### src/rtl/ext_bus_defs.vh
// Constants for the external memory bus interface.
// How it works
// - Move 16-bit words over bidirectional data bus.
// - Release data lines unless writing, and always during reset.
// - Global tristate low floats address, data, controls.
// - Present 16-bit word address every external access.
// - Program select low only for program accesses.
// - Data select low only for data accesses.
// - I/O select low only for I/O accesses.
// - Ready low extends access one cycle, resample.
// - Direction line high except during writes.
// - Programmable zero to seven wait states.
// - Separate 64K program, data, I/O and global spaces.
// - Block zero maps to data or program space.
// - Blocks one and two are data only.
// - Single-access RAM maps program, data, or both.
// - Bus strobe low only during external cycles.
// - Drive data from write strobe falling edge.
// - Read strobe asserted on every external read.
`ifndef EXT_BUS_DEFS_VH
`define EXT_BUS_DEFS_VH
`define SPACE_PROG 2'h0
`define SPACE_DATA 2'h1
`define SPACE_IO 2'h2
`define SPACE_GLOBAL 2'h3
`define GLOBAL_TOP_BIT 15
`define B0_BASE_HI 8'h02
`define B0_PROG_HI 8'hFF
`define B1_BASE_HI 8'h03
`define B2_BASE_HI 11'h000
`define B2_LO_FIRST 5'h00
`define B2_OFS_BIT 5
`define SINGLE_ACCESS_RAM_HI 4'h8
`define WAIT_ZERO 4'h0
`define WAIT_ONE 4'h1
`define SYNC_SETTLE 4'h2
`define WORD_W 16
`define WORD_RESET 16'h0000
`define ADDR_MSB 15
`define PAGE_LSB 8
`define SINGLE_ACCESS_RAM_LSB 12
`endif

### src/rtl/external_memory_bus_interface.v
// External parallel bus master with wait states, ready and on-chip RAM decode.
`include "ext_bus_defs.vh"
module external_memory_bus_interface (
    input wire clk_sys,
    input wire reset_n,
    input wire req_valid,
    input wire req_write,
    input wire [1:0] req_space,
    input wire [15:0] req_addr,
    input wire [15:0] req_wdata,
    input wire [2:0] wait_states,
    input wire block0_map_select,
    input wire single_access_ram_in_prog,
    input wire single_access_ram_in_data,
    input wire ready_in,
    input wire global_tristate_n,
    input wire [15:0] ext_data_in,
    output reg req_ready,
    output reg resp_valid,
    output reg [15:0] resp_rdata,
    output reg resp_internal,
    output reg [15:0] ext_address_lines,
    output reg ext_address_oe_n,
    output reg [15:0] ext_data_out,
    output reg ext_data_oe_n,
    output reg program_space_select_n,
    output reg data_space_select_n,
    output reg io_space_select_n,
    output reg bus_cycle_strobe_n,
    output reg read_strobe_n,
    output reg write_strobe_n,
    output reg read_write,
    output reg global_select_n,
    output reg control_oe_n
);
    // ==========================================================
    // Sequencer states.
    localparam ST_IDLE = 2'h0;
    localparam ST_WAIT = 2'h1;
    localparam ST_DONE = 2'h2;

    // ==========================================================
    // Registers, next values and decode results.
    reg [1:0] state_r;
    reg [1:0] state_nxt;
    reg [3:0] wait_cnt_r;
    reg [3:0] wait_cnt_nxt;
    reg rdy_s1_r;
    reg rdy_s2_r;
    reg off_s1_r;
    reg off_s2_r;
    wire [15:0] din_s2;
    reg internal_hit;
    reg take;
    reg bus_take;
    reg finish;
    genvar gi;

    // ==========================================================
    // Ready and float pins pass two flip-flops before use.
    always @(posedge clk_sys) begin
        rdy_s1_r <= ready_in;
        rdy_s2_r <= rdy_s1_r;
        off_s1_r <= global_tristate_n;
        off_s2_r <= off_s1_r;
    end

    // ==========================================================
    // Data pins pass two flip-flops, one pair per bit.
    // The word is taken only after the read strobe has stood long enough to pass them.
    generate
        for (gi = 0; gi < `WORD_W; gi = gi + 1) begin : g_din_sync
            reg s1_r;
            reg s2_r;
            always @(posedge clk_sys) begin
                s1_r <= ext_data_in[gi];
                s2_r <= s1_r;
            end
            assign din_s2[gi] = s2_r;
        end
    endgenerate

    // ==========================================================
    // On-chip RAM decode: such accesses never reach the pins.
    always @* begin
        internal_hit = 1'h0;
        if (req_space == `SPACE_DATA) begin
            if (req_addr[`ADDR_MSB:`PAGE_LSB] == `B1_BASE_HI) begin
                internal_hit = 1'h1;
            end
            if (req_addr[`ADDR_MSB:`B2_OFS_BIT] == `B2_BASE_HI) begin
                internal_hit = 1'h1;
            end
            if (!block0_map_select && req_addr[`ADDR_MSB:`PAGE_LSB] == `B0_BASE_HI) begin
                internal_hit = 1'h1;
            end
            if (single_access_ram_in_data && req_addr[`ADDR_MSB:`SINGLE_ACCESS_RAM_LSB] == `SINGLE_ACCESS_RAM_HI) begin
                internal_hit = 1'h1;
            end
        end else if (req_space == `SPACE_PROG) begin
            if (block0_map_select && req_addr[`ADDR_MSB:`PAGE_LSB] == `B0_PROG_HI) begin
                internal_hit = 1'h1;
            end
            if (single_access_ram_in_prog && req_addr[`ADDR_MSB:`SINGLE_ACCESS_RAM_LSB] == `SINGLE_ACCESS_RAM_HI) begin
                internal_hit = 1'h1;
            end
        end
    end

    // ==========================================================
    // Request take and completion.
    always @* begin
        take = (state_r == ST_IDLE) && req_valid && !req_ready;
        bus_take = take && !internal_hit;
        finish = (state_r == ST_WAIT) && (wait_cnt_r == `WAIT_ZERO) && rdy_s2_r;
    end

    // ==========================================================
    // Next state and wait count.
    // The count adds the synchroniser delay, so ready and data are seen from this access.
    always @* begin
        state_nxt = state_r;
        wait_cnt_nxt = wait_cnt_r;
        case (state_r)
            ST_IDLE: begin
                if (bus_take) begin
                    state_nxt = ST_WAIT;
                    wait_cnt_nxt = {1'h0, wait_states} + `SYNC_SETTLE;
                end
            end
            ST_WAIT: begin
                if (wait_cnt_r != `WAIT_ZERO) begin
                    wait_cnt_nxt = wait_cnt_r - `WAIT_ONE;
                end else if (rdy_s2_r) begin
                    state_nxt = ST_DONE;
                end
            end
            ST_DONE: begin
                state_nxt = ST_IDLE;
            end
            default: begin
                state_nxt = ST_IDLE;
            end
        endcase
    end

    // ==========================================================
    // Sequencer registers.
    always @(posedge clk_sys) begin
        if (!reset_n) begin
            state_r <= ST_IDLE;
            wait_cnt_r <= `WAIT_ZERO;
        end else begin
            state_r <= state_nxt;
            wait_cnt_r <= wait_cnt_nxt;
        end
    end

    // ==========================================================
    // Request handshake and response.
    always @(posedge clk_sys) begin
        if (!reset_n) begin
            req_ready <= 1'h0;
            resp_valid <= 1'h0;
            resp_rdata <= `WORD_RESET;
            resp_internal <= 1'h0;
        end else begin
            req_ready <= take;
            resp_valid <= (take && internal_hit) || finish;
            if (take) begin
                resp_internal <= internal_hit;
            end
            if (take && internal_hit) begin
                resp_rdata <= `WORD_RESET;
            end else if (finish) begin
                resp_rdata <= din_s2;
            end
        end
    end

    // ==========================================================
    // Address and write data, held for the whole access.
    always @(posedge clk_sys) begin
        if (!reset_n) begin
            ext_address_lines <= `WORD_RESET;
            ext_data_out <= `WORD_RESET;
        end else if (bus_take) begin
            ext_address_lines <= req_addr;
            ext_data_out <= req_wdata;
        end
    end

    // ==========================================================
    // Space selects, strobes and direction.
    always @(posedge clk_sys) begin
        if (!reset_n || finish) begin
            program_space_select_n <= 1'h1;
            data_space_select_n <= 1'h1;
            io_space_select_n <= 1'h1;
            global_select_n <= 1'h1;
            bus_cycle_strobe_n <= 1'h1;
            read_strobe_n <= 1'h1;
            write_strobe_n <= 1'h1;
            read_write <= 1'h1;
        end else if (bus_take) begin
            program_space_select_n <= ~(req_space == `SPACE_PROG);
            data_space_select_n <= ~(req_space == `SPACE_DATA);
            io_space_select_n <= ~(req_space == `SPACE_IO);
            global_select_n <= ~(req_space == `SPACE_GLOBAL);
            bus_cycle_strobe_n <= 1'h0;
            read_strobe_n <= req_write;
            write_strobe_n <= ~req_write;
            read_write <= ~req_write;
        end
    end

    // ==========================================================
    // Data bus drive: only while writing and not floated.
    always @(posedge clk_sys) begin
        if (!reset_n) begin
            ext_data_oe_n <= 1'h1;
        end else if (bus_take) begin
            ext_data_oe_n <= ~(req_write && off_s2_r);
        end else if (finish) begin
            ext_data_oe_n <= 1'h1;
        end else if (state_r == ST_WAIT) begin
            ext_data_oe_n <= ~(~write_strobe_n && off_s2_r);
        end
    end

    // ==========================================================
    // Address and control drive follow the float input.
    always @(posedge clk_sys) begin
        if (!reset_n) begin
            ext_address_oe_n <= 1'h1;
            control_oe_n <= 1'h1;
        end else begin
            ext_address_oe_n <= ~off_s2_r;
            control_oe_n <= ~off_s2_r;
        end
    end
endmodule

### config.mk
export PLATFORM = sky130hd
export DESIGN_NAME = external_memory_bus_interface
export DESIGN_NICKNAME = d
export VERILOG_FILES = /design/src/rtl/external_memory_bus_interface.v
export VERILOG_INCLUDE_DIRS = /design/src /design/src/rtl
export SDC_FILE = /design/constraint.sdc
export NUM_CORES = 1
export LEC_CHECK = 0
export BUFFER_PORTS_ARGS = -buffer_cell sky130_fd_sc_hd__buf_4
export CAP_MARGIN = 20
export CORE_UTILIZATION = 40
export CTS_CLUSTER_DIAMETER = 200
export DETAILED_ROUTE_END_ITERATION = 16
export PLACE_DENSITY = 0.66
export SETUP_SLACK_MARGIN = 0.5
export SLEW_MARGIN = 20
export SYNTH_ARGS = -nofsm -noshare
export SYNTH_HDL_FRONTEND = slang
export SYNTH_SLANG_ARGS = --single-unit
export TNS_END_PERCENT = 20
### constraint.sdc
create_clock -name clk_sys -period 1.86 [get_ports clk_sys]
set_input_delay 0.093 -clock clk_sys [delete_from_list [all_inputs] [get_ports clk_sys]]
set_output_delay 0.093 -clock clk_sys [all_outputs]
set_load 0.03 [all_outputs]
---- After elaboration in Yosys (flattened, before gate mapping) ----
Cells that the tools add are included.
Widths: inputs -> output; s select.
cells by class
  add/sub/neg operators ................... 2
  equality and inequality tests ........... 12
  multiplexer cells ....................... 18
  bitwise operators ....................... 10
  reductions and logical operators ........ 28
operators with widths
  kind                 number
  $eq 8x2->1 const B   2
  $logic_and 1x1->1    12
  $logic_not 11->1     1
  $mux 1               11
  $not 1->1            10
  $eq 8x8->1 const B   1
  $mux 4               2
  $ne 2x2->1 const B   4
  $pmux 4 s2           1
  $mux 2               3
  $reduce_and 3->1     2
  $add 3x2->4 const B  1
  $eq 2x1->1 const B   2
  $eq 2x2->1 const B   2
  $eq 4x4->1 const B   1
  $logic_not 1->1      4
  $logic_not 2->1      2
  $logic_not 4->1      1
  $pmux 2 s2           1
  $reduce_bool 4->1    1
  $sub 4x1->4 const B  1
  $reduce_bool 3->1    1
  $logic_or 1x1->1     2
  $reduce_bool 2->1    1
  $reduce_or 2->1      1
word-level totals
  register bits after elaboration ......... 102
  input port bits ......................... 62
  output and inout bits ................... 62
  logic and storage cells ................. 123

---- Logic depth before layout (Yosys ltp) ----
Gate-level depths: netlist of the first run.
  depth after elaboration ................. 10
  depth in mapped cells ................... 8
  depth with buffers taken out ............ 7

---- Worst setup path before layout of the first run ----
No wires, ideal clock.
  kind .................................... register to register
  from .................................... reg wait_cnt_r[0]
  to ...................................... reg resp_rdata[10]
  setup time .............................. 0.132 ns
  arrival time ............................ 1.589 ns
  path slack .............................. 0.139 ns
  cell stages (with the launch flop) ...... 8
  path buffers ............................ 1
  period minus slack after synthesis ...... 1.721 ns
  cell sequence ........................... dfxtp_1 > inv_1 > ha_1 > and4bb_2 > nand2_2 > buf_4 > mux2i_1 > nor3_1
between the ends
  cells in the longest elaborated chain, start to end .. 3
RTL lines
  element                          line                                 source
  start: declaration               external_memory_bus_interface.v:46   reg [3:0] wait_cnt_r;
  start signal: assignment         external_memory_bus_interface.v:152  wait_cnt_r <= `WAIT_ZERO;
  start signal: assignment         external_memory_bus_interface.v:155  wait_cnt_r <= wait_cnt_nxt;
  $logic_not 4->1 (no line)        --
  $logic_and 1x1->1 (2 in series)  external_memory_bus_interface.v:115  finish = (state_r == ST_WAIT) && (wait_cnt_r == `WAIT_ZERO) && rdy_s2_r;
  end signal: assignment           external_memory_bus_interface.v:165  resp_rdata <= `WORD_RESET;
  end signal: assignment           external_memory_bus_interface.v:174  resp_rdata <= `WORD_RESET;
  end signal: assignment           external_memory_bus_interface.v:176  resp_rdata <= din_s2;
  end: declaration                 external_memory_bus_interface.v:20   output reg [15:0] resp_rdata,
No other way between the ends.
A chain may end at the register's enable or synchronous reset.

---- Final worst setup path of the first run ----
  from .................................... reg req_ready
  to ...................................... reg read_strobe_n
between the ends
  cells in the longest elaborated chain, start to end .. 3
RTL lines
  element                   line                                 source
  start: declaration        external_memory_bus_interface.v:18   output reg req_ready,
  start signal: assignment  external_memory_bus_interface.v:168  req_ready <= take;
  $logic_not 1->1           external_memory_bus_interface.v:113  take = (state_r == ST_IDLE) && req_valid && !req_ready;
  $logic_and 1x1->1         external_memory_bus_interface.v:113
  $logic_and 1x1->1         external_memory_bus_interface.v:114  bus_take = take && !internal_hit;
  end signal: assignment    external_memory_bus_interface.v:211  read_strobe_n <= req_write;
  end: declaration          external_memory_bus_interface.v:30   output reg read_strobe_n,
No other way between the ends.

==> results of run 1 <==
==> cell usage in the layout (no fill, tap or decap), drive strengths merged, types with 3 or more instances in the layout <==
cell         Yosys  routed
o21ai           39      39
nand3           35      35
dfxtp          102     102
nand4            4       4
dlygate4sd3      0      48
a21oi           40      40
nor2            11      11
nor3            20      20
clkinv           1       3
clkbuf          13      11
inv              3       6
nand2           13      15
buf             15     156
mux2i           19      19
==> flip-flops by register name (all words and copies together) (netlist names), 2 cells and up <==
signal             cells
ext_data_out          16
wait_cnt_r             4
g_din_sync.s2_r       16
ext_address_lines     16
g_din_sync.s1_r       16
state_r                2
resp_rdata            16
==> what timing repair did <==
item | 4_1_cts | 5_1_grt
endpoints found under the setup margin | 60 | 63
setup buffers | 13 | 2
gates resized for setup | 29 | 10
hold endpoints to repair | 48 | 0
pin swaps | 6 | 3
hold buffers | 48 | 0
cloned | 7 | 1
==> final cells by class <==
type                            instances  area share [%]
Clock inverter                          6            1.12
Clock buffer                           10            2.41
Tap cell                              108            2.36
Multi-Input combinational cell        220            26.2
Inverter                                4           0.263
Sequential cell                       102            35.9
Timing Repair Buffer                  205            31.8
==> worst max-delay path: cells and delay by family, from the launching register on <==
family | cells | cell delay (ns)
and+or+nand+nor | 2 | 0.31
buffers and inverters | 2 | 0.32
DFF | 1 | 0.37
AOI/OAI and AO/OA | 2 | 0.44
==> metal layers <==
layer,global-route usage [%],share of wire [%]
met1,25.4,42
met2,37.4,49
met3,5.40,7.7
met4,8.58,1.7
met5,0,0
==> synth_stat cells (all sizes together) <==
master / n / share of area, %
a31oi: 1 / 0.18
o221ai: 1 / 0.25
nor3b: 2 / 0.42
o21a: 2 / 0.46
nor4: 1 / 0.35
nand4: 4 / 0.70
buf: 15 / 3.4
or3: 1 / 0.18
a21boi: 1 / 0.53
a41oi: 1 / 0.25
mux2i: 19 / 5.3
o211ai: 2 / 0.42
nand3b: 1 / 0.21
dfxtp: 102 / 57
nor3: 20 / 2.9
a32oi: 1 / 0.25
nor2b: 2 / 0.35
ha: 2 / 0.70
and4bb: 1 / 0.35
a21o: 2 / 0.42
o2bb2a: 1 / 0.56
and3: 1 / 0.18
o31a: 1 / 0.25
or2: 2 / 0.35
and2: 2 / 0.42
a211o: 2 / 0.49
nand3: 35 / 4.9
o311ai: 2 / 0.91
clkbuf: 13 / 1.5
a21oi: 40 / 5.7
nor2: 11 / 1.2
nand2: 13 / 1.4
o22ai: 1 / 0.18
nor4b: 2 / 0.91
nand2b: 2 / 0.35
clkinv: 1 / 0.10
inv: 3 / 0.31
o21ai: 39 / 5.6
==> power groups by stage <==
stage | sequential (mW) | clock, mW | combinational (mW)
3_3_place_gp | 2.47 | 0 | 0.932
2_1_floorplan | 2.64 | 0 | 0.411
3_5_place_dp | 2.47 | 0 | 0.942
4_1_cts | 2.42 | 1.43 | 1.26
6_report | 2.43 | 1.39 | 1.32
5_1_grt | 2.44 | 1.52 | 1.41
==> kinds of logic after synthesis <==
| logic type | Yosys count | share of synthesized area, % |
|---|---|---|
| adders and majority gates | 2 | 0.700 |
| DFF | 102 | 57.1 |
| buffers and inverters | 32 | 5.28 |
| and+or+nand+nor | 100 | 15.2 |
| AOI/OAI and AO/OA | 97 | 16.4 |
| muxes | 19 | 5.32 |
==> worst max path at each step <==
| stage | end | slack, ns | depth (start not counted) |
|---|---|---|---|
| CTS | wait_cnt_r[0] | 0.32 | 7 |
| detailed placement | ext_data_out[9] | 0.16 | 7 |
| finish | read_strobe_n | 0.31 | 6 |
| global placement | read_strobe_n | 0.18 | 6 |
| floorplan | read_strobe_n | 0.35 | 5 |
| global route | ext_address_lines[6] | 0.22 | 6 |
==> through the flow <==
stage               instance area [um^2]  worst slack (ns)  hold WS, ns  instances  total power [mW]
floorplan                           3630             0.351        0.121        352              3.05
global placement                    4630             0.182        0.197        568              3.40
detailed placement                  4630             0.165        0.199        568              3.42
CTS                                 5640             0.321     0.000283        652              5.12
global route                        5710             0.215       0.0125        655              5.37
finish                              5710             0.306       0.0106        655              5.13
==> out/qor.yml, run 1 <==
status: "completed"
nets: 606
worstSetupPathType: "reg -> reg"
placement.io_buffers: 123
dp_hpwl_um: 6010
first_pass_iters: 4
fp-row-count: 34
syn_area_um2: 3570
synth-seq-area-share_pct: 57.1
die_w_um: 96.5
drt_iter0_markers: 130
cts_root_buffer: "clkbuf_8"
skew_ns: 0.0168
intPower_mw: 3.55
hold_viol: 0
hold_path_end: "ext_address_lines[5]"
p_leak_nw: 2.51
finalCritPeriodShare_pct: 83.5
seqCellArea_um2: 2050
drive_gt1_share_pct: 38.4
drc: 0
place.gp.congestion: 0.794
r2r_start: "req_ready"
rr_endpoint: "read_strobe_n"
powerDensity_nw_per_um2: 899
syn_avg_cell_area_um2: 10.2
reg2regPathDepth: 6
die_h_um: 96.5
htreeDepth: 3
finalSetupViolCount: 0
crit_chain: "nor4b_4 > buf_4 > o21a_4 > buf_6 > nand2_4 > a211o_1"
core-area_um2: 8680
hold_path.startpoint: "req_addr[5]"
ios: 124
num_vias: 3363
period_needed_ns: 1.55
drv_slew: 0
cap_viol_max_count: 0
postRouteWirelength_um: 10200
arrival_ns: 1.81
die_area_um2: 9320
cp_max_fo: 5
pwr-share-clk_pct: 27.1
ant_nets: 0
switchingPower_mw: 1.58
max_stage_delay_ns: 0.37
netlist_instances: 352
num-fill-cells: 682
initial_core_util_pct: 41.2
grt_pass1_vias: 3209
fmax_mhz: 644
critPathLaunchType: "flop"
antenna_found_initial: 0
r2r_slack_ns: 0.31
multi_input_area_um2: 1500
cp-end-kind: "flop"
synth.distinct_cells: 50
clk_pin_slew_ns: 0.11
ys_seq_elements: 102
track_usage_pct: 21.6
synth_fp_nets: 416
area_growth_pct: 59.9
peakVddDrop_v: 0.000570
relSlewSlack_pct: 69.0
rsz0062_at_grt: "true"
cts_buffers: 9
ys_warn_count: 0
setup_tns_ns: 0
n_antenna_cell: 0
wl_per_cell_um: 15.6
tritoncts: "built"
overflow: 0
cp_slowest_cell: "dfxtp_4"
clockBufferDepth: 2
p_comb_share_pct: 25.6
clock_sinks: 102
vias_per_cell: 5.13
critical_path_required_ns: 2.11
tightestPinTransition_ns: 0.464
grt_pass1_wl_um: 15200
clk_latency_ns: 0.37
critPathLaunch: "req_ready"
hold_depth: 3
seq_power_share_pct: 47.2
grt_start_max_net_pins: 34
finish.utilization_pct: 65.8
p_sw_share_pct: 30.8
min_path_type: "in -> reg"
Power figures use the tool's default switching activity.
==> run 2: changes to the inputs <==
- clock period: 1.86 -> 1.55 ns (I/O delays scaled with it)
==> run 2 against run 1 <==
  * Sequential power increased by 20%
  * Maximum frequency rose by 0.85%
  * Largest power group unchanged
  * Core utilization shrank 1.2 points
  * Global-route usage down 0.77 points
  * Non-clock buffer count up 2
==> out/qor.yml, run 2 (same netlist as run 1, synthesis figures left out) <==
drv_slew: 0
peakVddDrop_v: 0.000693
fp-row-count: 34
core-area_um2: 8680
stdcell_count: 655
clk_latency_ns: 0.37
grt_start_max_net_pins: 28
max_stage_delay_ns: 0.36
setup_tns_ns: 0
tightestPinTransition_ns: 0.420
use_met2_pct: 36.6
clock_sinks: 102
num-fill-cells: 694
status: "completed"
cp-end-kind: "flop"
critPathLaunch: "req_ready"
crit_chain: "nor4b_4 > buf_4 > o21ai_4 > buf_4 > o21ai_0 > a21oi_1"
n_antenna_cell: 0
mostFrequentLayoutCell: "buf_4"
drc: 0
critical_path_required_ns: 1.81
finalSetupViolCount: 0
rr_endpoint: "ext_data_out[5]"
powerDensity_nw_per_um2: 1060
tritoncts: "built"
fmax_mhz: 649
r2r_start: "req_ready"
place.gp.congestion: 0.781
nets: 606
clockBufferDepth: 2
area_growth_pct: 57.0
fin_hold_ws_ns: 0.0117
final_cell_mix: "buf_4 (148), dfxtp_1 (96), dlygate4sd3_1 (50), a21oi_1 (37), nand3_1 (35)"
hold_viol: 0
busiest_layer: "met2"
track_usage_pct: 20.8
grt_pass1_wl_um: 14600
dp.cells: 586
wl_per_cell_um: 15.0
ant_nets: 0
cap_viol_max_count: 0
die_h_um: 96.5
gr-usage-met3_pct: 6.96
cp_slowest_cell: "dfxtp_4"
drt_iter0_markers: 101
p_leak_nw: 2.45
reg2regPathDepth: 6
worstSetupPathType: "reg -> reg"
arrival_ns: 1.80
hold_depth: 3
grt_pass1_vias: 3162
grt_util_met1_pct: 23.7
hold_path_end: "io_space_select_n"
period_needed_ns: 1.54
critPathLaunchType: "flop"
dp_hpwl_um: 6460
num_vias: 3301
placement.io_buffers: 123
overflow: 0
cts_buffers: 9
rsz0062_at_grt: "true"
r2r_slack_ns: 0.009
vias_per_cell: 5.04
postRouteWirelength_um: 9840
ios: 124
seqCellArea_um2: 2050
die_area_um2: 9320
drive_gt1_share_pct: 38.9
finalCritPeriodShare_pct: 99.4
clk_pin_slew_ns: 0.10
min_path_type: "in -> reg"
multi_input_area_um2: 1470
cp_max_fo: 12
antenna_found_initial: 0
cp_common_cell: "buf_4"
first_pass_iters: 4
hold_path.startpoint: "req_space[0]"
cts_root_buffer: "clkbuf_8"
skew_ns: 0.00940
initial_core_util_pct: 41.2
die_w_um: 96.5
htreeDepth: 3
relSlewSlack_pct: 72.0
run 2: power breakdown:
group	total, mW	switching, mW	internal [mW]	leakage [nW]
Clock	1.65	0.977	0.672	0.0997
Combinational	1.40	0.733	0.672	1.51
Sequential	2.91	0.0989	2.81	0.845
run 2: worst max-delay path, delay by kind of cell, from the launching register on:
family          cells  cell delay, ns
compound gates      3            0.31
buf+inv             2            0.39
flops               1            0.36
simple gates        1            0.36
run 2: final cells by class:
class                           instances  share of cell area (%)
Sequential cell                       102                    36.6
Inverter                                4                   0.268
Clock buffer                           10                    2.45
Multi-Input combinational cell        218                    26.1
Clock inverter                          6                    1.14
Tap cell                              108                    2.41
Timing Repair Buffer                  207                    31.1
run 2: through the flow:
step                power, mW  worst slack [ns]  instance area, um^2  utilization, %
floorplan                3.66            0.0407                 3630               -
global placement         4.15         -0.000362                 4780            55.1
detailed placement       4.18           -0.0554                 4780            55.1
CTS                      5.99            0.0364                 5570            64.2
global route             6.25           -0.0494                 5610            64.7
finish                   5.96           0.00920                 5610            64.7
run 2: what timing repair did:
action                                  CTS  global route
resized for setup                        21            23
pin swaps                                 1            11
hold buffers                             50             0
endpoints found under the hold margin    50             0
buffers inserted                          3             0
endpoints found under the setup margin   67            68
run 2: worst max path at each step:
| stage | endpoint | slack, ns | depth (start not counted) |
|---|---|---|---|
| CTS | resp_rdata[15] | 0.04 | 7 |
| global route | ext_data_out[15] | -0.05 | 6 |
| global placement | read_strobe_n | -0.0004 | 8 |
| detailed placement | ext_address_lines[2] | -0.06 | 8 |
| finish | ext_data_out[5] | 0.009 | 6 |
| floorplan | read_strobe_n | 0.04 | 5 |
run 2: metal layers:
layer / wire (um) / part of all wire, %
met5: 0 / 0
met4: 149 / 1.5
met3: 691 / 7.0
met2: 4900 / 50
met1: 4100 / 42
==> run 3: changes to the inputs <==
- clock period: 1.55 -> 1.91 ns (I/O delays scaled with it)
==> run 3 against run 2 <==
  * Sequential share of layout area up 1.5 points
  * Flip-flop and latch count unchanged
  * Worst setup slack better by 0.33 ns
  * Sequential power down 19%
  * Critical path type unchanged
  * Critical endpoint is now read_strobe_n
  * Highest routed layer unchanged
==> out/qor.yml, run 3 (same netlist as run 1, synthesis figures left out) <==
fmax_mhz: 636
final_cell_mix: "buf_4 (138), dfxtp_1 (98), dlygate4sd3_1 (46), a21oi_1 (38), nand3_1 (35)"
relSlewSlack_pct: 70.6
pwr-share-clk_pct: 27.1
antenna_found_initial: 0
crit_family: "compound AO/OA/AOI/OAI gates"
p_comb_share_pct: 22.9
tritoncts: "built"
nets: 588
seq_power_share_pct: 50.0
die_h_um: 96.5
ant_nets: 0
arrival_ns: 1.84
num-fill-cells: 705
cp_max_fo: 10
placed_cell_area_um2: 4610
clockBufferDepth: 2
min_path_type: "in -> reg"
grt_start_max_net_pins: 34
num_vias: 3244
powerDensity_nw_per_um2: 876
hold_viol: 0
total_power_mw: 4.72
rsz0062_at_grt: "true"
mostFrequentLayoutCell: "buf_4"
max_stage_delay_ns: 0.36
area_growth_pct: 50.8
clock_sinks: 102
die_w_um: 96.5
fp-row-count: 34
critical_path_required_ns: 2.17
intPower_mw: 3.29
peakVddDrop_v: 0.000602
n_antenna_cell: 0
track_usage_pct: 19.1
p_leak_nw: 2.35
cp-end-kind: "flop"
cts_root_buffer: "clkbuf_8"
setup_tns_ns: 0
drc: 0
wl_per_cell_um: 14.4
skew_ns: 0.0112
placement.io_buffers: 123
place.gp.congestion: 0.816
core-area_um2: 8680
dp_hpwl_um: 5960
clk_latency_ns: 0.36
path_depth: 6
switchingPower_mw: 1.43
initial_core_util_pct: 41.2
vias_per_cell: 5.09
crit_chain: "nor4b_4 > buf_4 > o21a_4 > buf_12 > nand2_4 > a211o_1"
grt_pass1_wl_um: 13700
finalCritPeriodShare_pct: 82.4
p_sw_share_pct: 30.4
postRouteWirelength_um: 9200
cts_buffers: 9
multi_input_area_um2: 1440
finish.instance_area_um2: 5390
drt_iter0_markers: 173
worstSetupPathType: "reg -> reg"
cap_viol_max_count: 0
critPathLaunchType: "flop"
seqCellArea_um2: 2050
drive_gt1_share_pct: 35.3
tightestPinTransition_ns: 0.440
finalSetupViolCount: 0
reg2regPathDepth: 6
overflow: 0
period_needed_ns: 1.57
first_pass_iters: 5
die_area_um2: 9320
clk_pin_slew_ns: 0.11
path_buf_inv: 2
status: "completed"
hold_depth: 3
finish.utilization_pct: 62.1
drv_slew: 0
ios: 124
grt_pass1_vias: 2985
cp_slowest_cell: "dfxtp_4"
htreeDepth: 3
-- run 3: cell types whose count changed in the layout (fill, tap and decap cells not counted), sizes merged --
cell         before  now
buf             157  143
dlygate4sd3      50   46
-- run 3: routing by layer --
metal	GRT usage (%)	part of all wire (%)
met1	23.5	43
met2	31.5	47
met3	6.10	8.3
met4	6.25	2.0
met5	0	0
-- run 3: final cells by class --
cell class,instances,share of cell area (%)
flip-flops and latches,102,38.1
well taps,108,2.51
multi-input cells,218,26.7
clock inverters,6,0.998
inverters,4,0.279
repair buffers,189,29.0
clock buffers,10,2.37
-- run 3: power by group through the flow --
stage,logic [mW],registers [mW],clock network (mW)
final,1.08,2.36,1.28
after global routing,1.16,2.38,1.40
after CTS,1.05,2.36,1.32
after detailed placement,0.922,2.41,0
after global placement,0.908,2.40,0
after floorplan,0.398,2.57,0
-- run 3: worst paths after layout --
kind                                         start                   end  slack, ns
worst max-delay path                     req_ready         read_strobe_n       0.34
worst min-delay path                   req_addr[5]  ext_address_lines[5]       0.02
worst max register to register           req_ready         read_strobe_n       0.34
worst min register to register  g_din_sync[7].s1_r    g_din_sync[7].s2_r       0.33
-- run 3: worst reg2reg max path, delay by kind of cell, from the launching register on --
family,cells,cell delay [ns]
buffers and inverters,2,0.31
AO/OA/AOI/OAI,2,0.41
flip-flops,1,0.36
AND/OR/NAND/NOR,2,0.40
-- run 3: repair_timing --
action	4_1_cts	5_1_grt
hold buffers	46	0
hold endpoints to repair	46	0
gates cloned	1	0
setup buffers	2	2
endpoints found under the setup margin	63	63
resized for setup	12	21
pin swaps	1	4
-- run 3: through the flow --
stage	hold WS (ns)	worst slack, ns	std cells
finish	0.0150	0.337	637
global route	0.0136	0.280	637
CTS	0.000700	0.340	635
detailed placement	0.201	0.152	570
global placement	0.200	0.180	570
floorplan	0.123	0.401	352
